[config.mk]
export PLATFORM = sky130hd
export DESIGN_NAME = adcsr_top
export DESIGN_NICKNAME = d
export VERILOG_FILES = /design/src/rtl/adcsr_fifo.v /design/src/rtl/adcsr_top.v
export VERILOG_INCLUDE_DIRS = /design/src /design/src/rtl
export SDC_FILE = /design/constraint.sdc
export NUM_CORES = 1
export LEC_CHECK = 0
export BUFFER_PORTS_ARGS = -buffer_cell sky130_fd_sc_hd__buf_4
export CAP_MARGIN = 20
export CORE_MARGIN = 5
export CORE_UTILIZATION = 56
export DETAILED_ROUTE_END_ITERATION = 12
export GPL_ROUTABILITY_DRIVEN = 0
export GPL_TIMING_DRIVEN = 0
export HOLD_SLACK_MARGIN = 0.15
export PLACE_DENSITY = 0.71
export SYNTH_ARGS = -nofsm -noshare
export SYNTH_HDL_FRONTEND = slang
export SYNTH_SLANG_ARGS = --single-unit
[constraint.sdc]
create_clock -name sys_clk -period 2.9 [get_ports sys_clk]
set_input_delay 0.145 -clock sys_clk [delete_from_list [all_inputs] [get_ports sys_clk]]
set_output_delay 0.145 -clock sys_clk [all_outputs]
set_load 0.02 [all_outputs]
[src/rtl/adcsr_defs.vh]
`ifndef ADCSR_DEFS_VH
`define ADCSR_DEFS_VH
// ----------------------------------------------------------------------
// Timing
// ----------------------------------------------------------------------
`define ADCSR_CLK_NS 25
`define ADCSR_T_CONV_NS 2200
`define ADCSR_CONV_CYC (`ADCSR_T_CONV_NS / `ADCSR_CLK_NS)
`define ADCSR_T_SCK_DLY_NS 270
`define ADCSR_SCK_DLY_CYC ((`ADCSR_T_SCK_DLY_NS + `ADCSR_CLK_NS - 1) / `ADCSR_CLK_NS)
`define ADCSR_T_SCK_PER_NS 110
`define ADCSR_SCK_PER_CYC (`ADCSR_T_SCK_PER_NS / `ADCSR_CLK_NS)
`define ADCSR_SCK_HALF_CYC (`ADCSR_SCK_PER_CYC / 2)
// ----------------------------------------------------------------------
// Widths and reset values
// ----------------------------------------------------------------------
`define ADCSR_RES_W 16
`define ADCSR_BITS 16
`define ADCSR_FIFO_DEPTH 32
`define ADCSR_FIFO_AW 5
`define ADCSR_RESULT_RST 16'h0000
`endif

[src/rtl/adcsr_fifo.v]
`timescale 1ns/100ps
`default_nettype none
module adcsr_fifo #(
  parameter WIDTH = 16,
  parameter DEPTH = 32,
  parameter AW = 5
) (
  input wire clk,
  input wire rst_n,
  input wire in_valid,
  output reg in_ready,
  input wire [WIDTH-1:0] in_data,
  output wire out_valid,
  input wire out_ready,
  output wire [WIDTH-1:0] out_data
);
  reg [WIDTH-1:0] mem [0:DEPTH-1];
  reg [AW-1:0] wr_reg;
  reg [AW-1:0] rd_reg;
  reg [AW:0] cnt_reg;
  wire push = in_valid & in_ready;
  wire pop = out_valid & out_ready;
  wire [AW:0] cnt_next = cnt_reg + {{AW{1'b0}}, push} - {{AW{1'b0}}, pop};
  assign out_valid = (cnt_reg != {(AW+1){1'b0}});
  assign out_data = mem[rd_reg];
  always @(posedge clk) begin
    if (push) begin
      mem[wr_reg] <= in_data;
    end
  end
  always @(posedge clk or negedge rst_n) begin
    if (!rst_n) begin
      wr_reg <= {AW{1'b0}};
      rd_reg <= {AW{1'b0}};
      cnt_reg <= {(AW+1){1'b0}};
      in_ready <= 1'b0;
    end else begin
      if (push) begin
        wr_reg <= wr_reg + 1'b1;
      end
      if (pop) begin
        rd_reg <= rd_reg + 1'b1;
      end
      cnt_reg <= cnt_next;
      in_ready <= (cnt_next != DEPTH[AW:0]);
    end
  end
endmodule // adcsr_fifo
`default_nettype wire

[src/rtl/adcsr_top.v]
`timescale 1ns/100ps
`default_nettype none
`include "adcsr_defs.vh"
module adcsr_top (
  input wire sys_clk,
  input wire resetn,
  input wire cs_n,
  input wire read_convert,
  input wire power_down_in,
  input wire format_select,
  input wire clock_source_select,
  input wire shift_clock_in,
  input wire tag_in,
  input wire sample_valid,
  input wire [15:0] sample_data,
  output wire sample_ready,
  output reg busy_n,
  output reg shift_clock_out,
  output reg shift_clock_oe,
  output reg data_out,
  output reg sync_out
);
  // ----------------------------------------------------------------------
  // Reset release and input synchronisers
  // ----------------------------------------------------------------------
  localparam NS = 7;
  localparam CONV_CYC = `ADCSR_CONV_CYC;
  localparam SCK_DLY = `ADCSR_SCK_DLY_CYC - 1;
  localparam NBITS = `ADCSR_BITS;
  localparam PH_FALL = 1 + `ADCSR_SCK_HALF_CYC;
  reg [1:0] rst_sync_reg;
  wire rst_n = rst_sync_reg[1];
  always @(posedge sys_clk or negedge resetn) begin
    if (!resetn) begin
      rst_sync_reg <= 2'h0;
    end else begin
      rst_sync_reg <= {rst_sync_reg[0], 1'b1};
    end
  end

  reg [NS-1:0] meta_reg;
  reg [NS-1:0] sync_reg;
  always @(posedge sys_clk or negedge rst_n) begin
    if (!rst_n) begin
      meta_reg <= 7'h03;
      sync_reg <= 7'h03;
    end else begin
      meta_reg <= {shift_clock_in, tag_in, clock_source_select, format_select,
                   power_down_in, read_convert, cs_n};
      sync_reg <= meta_reg;
    end
  end
  wire cs_s = sync_reg[0];
  wire rc_s = sync_reg[1];
  wire pd_s = sync_reg[2];
  wire fmt_s = sync_reg[3];
  wire ext_s = sync_reg[4];
  wire tag_s = sync_reg[5];
  wire sck_s = sync_reg[6];

  // ----------------------------------------------------------------------
  // Edge detection
  // ----------------------------------------------------------------------
  reg sel_prev_reg;
  reg cs_prev_reg;
  reg rc_prev_reg;
  reg sck_prev_reg;
  wire sel_n = cs_s | rc_s;
  wire conv_go = sel_prev_reg & ~sel_n & ~pd_s & busy_n;
  wire rd_go = ext_s & ((rc_s & ~rc_prev_reg & ~cs_s) | (~cs_s & cs_prev_reg & rc_s));
  wire sck_rise = sck_s & ~sck_prev_reg;
  always @(posedge sys_clk or negedge rst_n) begin
    if (!rst_n) begin
      sel_prev_reg <= 1'b1;
      cs_prev_reg <= 1'b1;
      rc_prev_reg <= 1'b1;
      sck_prev_reg <= 1'b0;
    end else begin
      sel_prev_reg <= sel_n;
      cs_prev_reg <= cs_s;
      rc_prev_reg <= rc_s;
      sck_prev_reg <= sck_s;
    end
  end

  // ----------------------------------------------------------------------
  // Conversion timing and result store
  // ----------------------------------------------------------------------
  reg [6:0] conv_cnt_reg;
  reg [15:0] result_reg;
  wire conv_done = ~busy_n & (conv_cnt_reg == 7'd1);
  wire fifo_valid;
  wire [15:0] fifo_data;
  wire [15:0] fmt_data = {fifo_data[15] ^ ~fmt_s, fifo_data[14:0]};

  adcsr_fifo #(
    .WIDTH(`ADCSR_RES_W),
    .DEPTH(`ADCSR_FIFO_DEPTH),
    .AW(`ADCSR_FIFO_AW)
  ) u_fifo (
    .clk(sys_clk),
    .rst_n(rst_n),
    .in_valid(sample_valid),
    .in_ready(sample_ready),
    .in_data(sample_data),
    .out_valid(fifo_valid),
    .out_ready(conv_done),
    .out_data(fifo_data)
  );

  always @(posedge sys_clk or negedge rst_n) begin
    if (!rst_n) begin
      busy_n <= 1'b1;
      conv_cnt_reg <= 7'h00;
      result_reg <= `ADCSR_RESULT_RST;
    end else begin
      if (conv_go) begin
        busy_n <= 1'b0;
        conv_cnt_reg <= CONV_CYC[6:0];
      end else if (conv_done) begin
        busy_n <= 1'b1;
        conv_cnt_reg <= 7'h00;
        if (fifo_valid) begin
          result_reg <= fmt_data;
        end
      end else if (~busy_n) begin
        conv_cnt_reg <= conv_cnt_reg - 7'd1;
      end
    end
  end

  // ----------------------------------------------------------------------
  // Serial output: internal and external shift clock
  // ----------------------------------------------------------------------
  localparam ST_IDLE = 3'b001;
  localparam ST_WAIT = 3'b010;
  localparam ST_SHIFT = 3'b100;
  reg [2:0] st_reg;
  reg [3:0] tmr_reg;
  reg [1:0] ph_reg;
  reg [4:0] bit_reg;
  reg [15:0] sr_reg;
  reg tag_hold_reg;
  reg rd_act_reg;
  reg ext_seen_reg;
  reg sync_pend_reg;

  always @(posedge sys_clk or negedge rst_n) begin
    if (!rst_n) begin
      st_reg <= ST_IDLE;
      tmr_reg <= 4'h0;
      ph_reg <= 2'h0;
      bit_reg <= 5'h00;
      sr_reg <= 16'h0000;
      tag_hold_reg <= 1'b0;
      rd_act_reg <= 1'b0;
      ext_seen_reg <= 1'b0;
      sync_pend_reg <= 1'b0;
      shift_clock_out <= 1'b0;
      shift_clock_oe <= 1'b0;
      data_out <= 1'b0;
      sync_out <= 1'b0;
    end else begin
      shift_clock_oe <= ~ext_s;
      if (ext_s) begin
        st_reg <= ST_IDLE;
        shift_clock_out <= 1'b0;
        if (rd_go) begin
          rd_act_reg <= 1'b1;
          sr_reg <= result_reg;
          sync_pend_reg <= ext_seen_reg | sck_rise;
          ext_seen_reg <= 1'b0;
          sync_out <= 1'b0;
        end else if (rd_act_reg) begin
          if (cs_s | ~rc_s) begin
            rd_act_reg <= 1'b0;
            sync_out <= 1'b0;
          end else if (sck_rise) begin
            if (sync_pend_reg) begin
              sync_out <= 1'b1;
              sync_pend_reg <= 1'b0;
            end else begin
              sync_out <= 1'b0;
              data_out <= sr_reg[15];
              sr_reg <= {sr_reg[14:0], tag_s};
            end
          end
        end else if (sck_rise) begin
          ext_seen_reg <= 1'b1;
          sync_out <= 1'b0;
        end
      end else begin
        rd_act_reg <= 1'b0;
        sync_out <= 1'b0;
        ext_seen_reg <= 1'b0;
        case (st_reg)
          ST_IDLE: begin
            shift_clock_out <= 1'b0;
            if (conv_go) begin
              st_reg <= ST_WAIT;
              tmr_reg <= SCK_DLY[3:0];
              sr_reg <= result_reg;
              tag_hold_reg <= tag_s;
            end
          end
          ST_WAIT: begin
            if (tmr_reg == 4'h0) begin
              st_reg <= ST_SHIFT;
              ph_reg <= 2'h0;
              bit_reg <= NBITS[4:0];
            end else begin
              tmr_reg <= tmr_reg - 4'h1;
            end
          end
          ST_SHIFT: begin
            ph_reg <= ph_reg + 2'h1;
            if (ph_reg == 2'h0) begin
              if (bit_reg == 5'h00) begin
                st_reg <= ST_IDLE;
                data_out <= tag_hold_reg;
              end else begin
                data_out <= sr_reg[15];
                sr_reg <= {sr_reg[14:0], 1'b0};
                bit_reg <= bit_reg - 5'h01;
              end
            end else if (ph_reg == 2'h1) begin
              shift_clock_out <= 1'b1;
            end else if (ph_reg == PH_FALL[1:0]) begin
              shift_clock_out <= 1'b0;
            end
          end
          default: begin
            st_reg <= ST_IDLE;
          end
        endcase
      end
    end
  end
endmodule // adcsr_top
`default_nettype wire

# Word-level counts from Yosys, hierarchy flattened
# Memories as Yosys holds them, arrays and structs flattened.
# Index checks and enable logic that the tools add are counted.
# Widths: inputs -> output; s select.
[classes]
mux = 64
add_sub_neg = 8
eq_ne = 33
n_reduce_logical = 24
bitwise = 27
[op_table]
columns = ["op", "n"]
rows = [
  ["$mux 16", 9],
  ["$mux 1", 35],
  ["$pmux 16 s2", 1],
  ["$ne 3x3->1 const B", 9],
  ["$mux 7", 3],
  ["$ne 2x2->1 const B", 9],
  ["$mux 3", 5],
  ["$mux 5", 3],
  ["$reduce_bool 2->1", 7],
  ["$and 1x1->1", 12],
  ["$reduce_and 3->1", 4],
  ["$reduce_and 4->1", 3],
  ["$add 5x1->5 const B", 2],
  ["$not 1->1", 10],
  ["$pmux 5 s2", 1],
  ["$ne 3x1->1 const B", 3],
  ["$pmux 3 s3", 1],
  ["$mux 4", 2],
  ["$ne 4x1->1 const B", 2],
  ["$pmux 4 s2", 1],
  ["$reduce_and 8->1", 1],
  ["$eq 7x1->1 const B", 1],
  ["$reduce_and 7->1", 1],
  ["$sub 7x1->7 const B", 1],
  ["25 further kinds", 30],
]
[totals]
ramBits = 512
output_inout_bits = 6
ff_bits = 99
memories = 1
in_bits = 26
wordCells = 184
[memory_table]
columns = ["memory", "depth", "word_bits", "rd", "rd_ports_with_merged_regs", "write_ports", "line", "source"]
rows = [
  ["u_fifo.mem", 32, 16, 1, 0, 1, "adcsr_fifo.v:17", "reg [WIDTH-1:0] mem [0:DEPTH-1];"],
]

# Logic depth before layout (Yosys ltp)
[depth]
word_depth = 8
ltp_mapped = 18
depth_no_buf = 17

# Modules after synthesis
# Synthesis repeated with hierarchy kept, for this count alone.
[hier_totals]
hier_cells = 1285
area_unflattened_um2 = 24120.6
[by_module_without_submodules]
columns = ["module", "seq_area_each_um2", "cells_per_inst", "area_each_um2", "instances"]
rows = [
  ["adcsr_fifo", 15800.2, 973, 20597.3, 1],
  ["adcsr_top", 2063.2, 312, 3523.4, 1],
]

# Worst setup path after synthesis
# No wires, ideal clock.
[synth_timing]
kind = "flip-flop to flip-flop"
from = "register busy_n"
to = "register u_fifo.in_ready"
stages_incl_launch_ff = 18
t_arrival_ps = 2995
period_less_slack_ps = 3129
required_time_ps = 2766
setup_time_ps = 134
setup_slack_ps = -229
cell_sequence = "dfstp_2 > clkbuf_1 > nor3_1 > and2_1 > nand2_1 > clkbuf_1 > inv_1 > ha_1 > inv_1 > ha_1 > inv_1 > fa_1 > inv_1 > a21oi_1 > nor2_1 > nor2_1 > xnor2_1 > nand4bb_1"
[synth_via]
elab_chain_cells = 5
[synth_rtl]
columns = ["item", "line", "source"]
rows = [
  ["from (decl)", "adcsr_top.v:17", "output reg busy_n,"],
  ["from (signal assigned)", "adcsr_top.v:113", "busy_n <= 1'b1;"],
  ["from (signal assigned)", "adcsr_top.v:118", "busy_n <= 1'b0;"],
  ["from (signal assigned)", "adcsr_top.v:121", "busy_n <= 1'b1;"],
  ["$not 1->1", "--", ""],
  ["$and 1x1->1", "adcsr_top.v:91", "wire conv_done = ~busy_n & (conv_cnt_reg == 7'd1);"],
  ["$and 1x1->1", "adcsr_fifo.v:22", "wire pop = out_valid & out_ready;"],
  ["named net u_fifo.pop", "adcsr_fifo.v:22", ""],
  ["$sub 6x1->6", "adcsr_fifo.v:23", "wire [AW:0] cnt_next = cnt_reg + {{AW{1'b0}}, push} - {{AW{1'b0}}, pop};"],
  ["named net u_fifo.cnt_next[4]", "adcsr_fifo.v:23", ""],
  ["$ne 6x6->1", "adcsr_fifo.v:45", "in_ready <= (cnt_next != DEPTH[AW:0]);"],
  ["to (signal assigned)", "adcsr_fifo.v:45", ""],
  ["to (decl)", "adcsr_fifo.v:11", "output reg in_ready,"],
]
# The timed path passes the listed nets, and every way through them passes these cells.
# A chain may end at the register's enable or synchronous reset.

# Worst setup path in the final report
[layout_timing]
from = "register u_fifo.rd_reg[3]"
to = "register result_reg[10]"
[layout_via]
elab_chain_cells = 1
[layout_rtl]
columns = ["item", "line", "source"]
rows = [
  ["from (decl)", "adcsr_fifo.v:19", "reg [AW-1:0] rd_reg;"],
  ["from (signal assigned)", "adcsr_fifo.v:34", "rd_reg <= {AW{1'b0}};"],
  ["from (signal assigned)", "adcsr_fifo.v:42", "rd_reg <= rd_reg + 1'b1;"],
  ["$mem_v2 32x16", "--", ""],
  ["to (signal assigned)", "adcsr_top.v:115", "result_reg <= `ADCSR_RESULT_RST;"],
  ["to (signal assigned)", "adcsr_top.v:124", "result_reg <= fmt_data;"],
  ["to (decl)", "adcsr_top.v:90", "reg [15:0] result_reg;"],
]
# No other way between the ends.

==> results.cfg <==
[critical_path]
crit_end = result_reg[10]$_DFFE_PN0P_
crit_required_ns = 3.39
cp_max_fo = 10
rr_startpoint = u_fifo.rd_reg[3]$_DFFE_PN0P_
startpoint = u_fifo.rd_reg[3]$_DFFE_PN0P_
arrival_ns = 3.32
rr_worst_depth = 6
reg2reg_slack_ns = 0.06
cp-end-kind = flip-flop
r2r-end = result_reg[10]$_DFFE_PN0P_
criticalPathCategory = flip-flop to flip-flop
setup.worst_path.start_class = flip-flop

[power]
p_total_mw = 19.57
power.share.clock_pct = 38.9
ir_drop_uv = 577.1
pwr_density_cell_nw_per_um2 = 699.4
p_switching_mw = 4.349
p_leak_nw = 9.332
seqPwrFrac_pct = 52.3
sw_frac_of_total_pct = 22.22
p_int_mw = 15.22
p_comb_share_pct = 8.8

[detailed_routing]
avgViaCountPerCell = 6.210
met3WireLength_um = 4145
top_layer = met4
totalWireLength_um = 53600
met2_length_um = 26510
vias = 12470
drt_iter0_drc = 1298
routedWlPerCell_um = 26.70
ant_nets = 0
drc = 0
firstDrtPassIters = 7
drt-met1-wl_um = 21290

[clock_tree]
cts_tree = done
cts_buffers = 59
clk_pin_slew_ns = 0.06
root_buffer = clkbuf_16
cts_buffer_depth = 3
clk_latency_ns = 0.62
cts_htree_levels = 2
cts_sinks = 611

[final_layout]
drive_gt1_share_pct = 27.04
nets = 1463
fillers = 2758
multiInputGateArea_sq_um = 5906
post-route-util_pct = 65.40
largest_register_ff_count = 512
fin_cells = 2008
synthToLayoutAreaGrowth_pct = 16.39
regArea_sq_um = 17870

[global_routing]
grt-ovfl-total = 0
grt_max_degree = 52
antenna_found_initial = 1
grt_pass1_vias = 12820
grt_first_pass_wirelength_um = 81340
track_usage_pct = 23.28

[timing]
relSlewSlack_pct = 35.59
final_hold_viol_count = 0
finalWorstSetupSlack_ns = 0.06155
rsz0062_at_grt = yes
fmax_ghz = 0.3523
period_share_pct = 97.88
skew_ns = 0.02569
setup_viol = 0
worst_slew_pin_slew_ns = 0.9661
fin_crit_ns = 2.838
tns_ns = 0
drv_slew = 0

[logic_synthesis]
synth_edf_count = 512
synthArstFlopShare_pct = 16.20
synth.distinct_cells = 61
synth_top_area_share_pct = 63.94
ys_seq_area_share_pct = 74.29
synth_area_leaders = edfxtp_1 (64%), mux4_2 (12%), dfrtp_1 (9.4%)
synth_seq_cells = 611
yosysTopAreaCell = edfxtp_1
synthCells = 1257
synth_area_sq_um = 24040
synth_nets = 1306
synth_area_per_cell_sq_um = 19.13
synth-warning-count = 0
synthFlopType = edfxtp_1

[placed_design]
io_buffer_count = 31
place_ws_ns = -0.6117
place_inst = 1868
hpwlAfterDp_um = 35850

[floorplanning]
start_util_pct = 56.19
die-area_sq_um = 47180
rows = 76
die_x_um = 217.2
ios = 32
die-height_um = 217.2
core_area_sq_um = 42790

[min_path]
hold_path_class = primary input to flip-flop

[run_status]
outcome = finished clean

[job]
drv_cap = 0
-- power groups by stage --
stage               registers, mW  clock network (mW)  logic [mW]
global placement             10.4                   0        1.33
CTS                          10.2                7.74        1.65
global route                 10.3                8.13        1.88
floorplan                    10.4                   0       0.889
detailed placement           10.4                   0        1.60
finish                       10.2                7.61        1.72
-- synth_stat cells, types with 3 or more instances --
cell type	number
edfxtp_1	512
mux4_2	130
dfrtp_1	90
nand2_1	68
o21ai_0	56
nor2_1	55
mux2i_1	50
clkbuf_1	31
inv_1	27
ha_1	22
a21oi_1	17
buf_2	15
nand3_1	15
a211o_1	11
o221ai_1	11
xnor2_1	11
a221o_1	9
dfstp_2	9
nor2b_1	9
a2111oi_0	8
buf_6	7
a22oi_1	6
nand2b_1	6
nand4_1	6
and2_1	5
nor3_1	5
or2_2	5
nand3b_1	4
xor2_1	4
a31oi_1	3
a32oi_1	3
buf_1	3
buf_4	3
nor3b_1	3
o31ai_1	3
-- how the worst min path moves through the flow --
| stage | start | end | slack, ns | cells past startpoint |
|---|---|---|---|---|
| floorplan | resetn | rst_sync_reg[0]$_DFF_PN0_ | -0.15 | 0 |
| global placement | resetn | rst_sync_reg[0]$_DFF_PN0_ | -0.07 | 1 |
| detailed placement | resetn | rst_sync_reg[0]$_DFF_PN0_ | -0.07 | 1 |
| CTS | tag_in | meta_reg[5]$_DFF_PN0_ | 0.16 | 2 |
| global route | tag_in | meta_reg[5]$_DFF_PN0_ | 0.17 | 2 |
| finish | tag_in | meta_reg[5]$_DFF_PN0_ | 0.19 | 2 |
-- repair_timing --
action	CTS	global route
setup endpoints to repair	19	12
pin swaps	2	5
buffers inserted	5	5
hold buffers	25	0
hold endpoints to repair	521	0
gates cloned	0	0
resized for setup	22	16
-- worst max-delay path: stages, from the launching register on --
cell,delay (ns)
dfrtp_1,0.32
clkbuf_1,0.31
clkbuf_1,0.64
clkbuf_1,0.56
mux4_2,0.43
a32oi_1,0.37
nand2_1,0.10
-- area by class of cell --
type	count	share of cell area, %
multi-input combinational	555	21.10
tap	546	2.441
timing repair buffer	100	4.051
clock buffer	86	6.054
sequential	611	63.84
buffer	59	1.234
clock inverter	22	0.8763
antenna	1	0.008942
inverter	28	0.3890
-- cell families after synthesis --
| family | Yosys count | synth area share [%] |
|---|---|---|
| other | 1 | 0.01560 |
| and+or+nand+nor | 193 | 3.752 |
| AOI/OAI and AO/OA | 141 | 3.944 |
| xor gates and xnor gates | 15 | 0.5464 |
| buffers and inverters | 91 | 1.868 |
| DFF | 611 | 74.29 |
| muxes | 182 | 14.35 |
| adders and majority gates | 23 | 1.228 |
-- metrics by stage --
step	area [sq um]	hold WS (ns)
after global routing	27980	0.1743
final	27990	0.1945
after CTS	27910	0.1624
after global placement	24960	-0.07289
after floorplan	24050	-0.1506
after detailed placement	25620	-0.07138
-- layout by cell type (no fill, tap or decap), drive strengths merged, types with 22 or more instances in the layout --
| cell | instances |
|---|---|
| edfxtp | 512 |
| dlygate4sd3 | 25 |
| ha | 22 |
| o21ai | 56 |
| dfrtp | 90 |
| buf | 104 |
| nor2 | 55 |
| mux4 | 130 |
| clkbuf | 116 |
| mux2i | 50 |
| inv | 27 |
| nand2 | 69 |
-- routing by layer --
metal | vias up | GRT usage (%)
li1 | 5342 | -
met1 | 6533 | 32.05
met2 | 490 | 38.30
met3 | 104 | 5.105
met4 | 0 | 6.741
met5 | - | 0
Note: power is estimated with default switching activity, not from simulation.
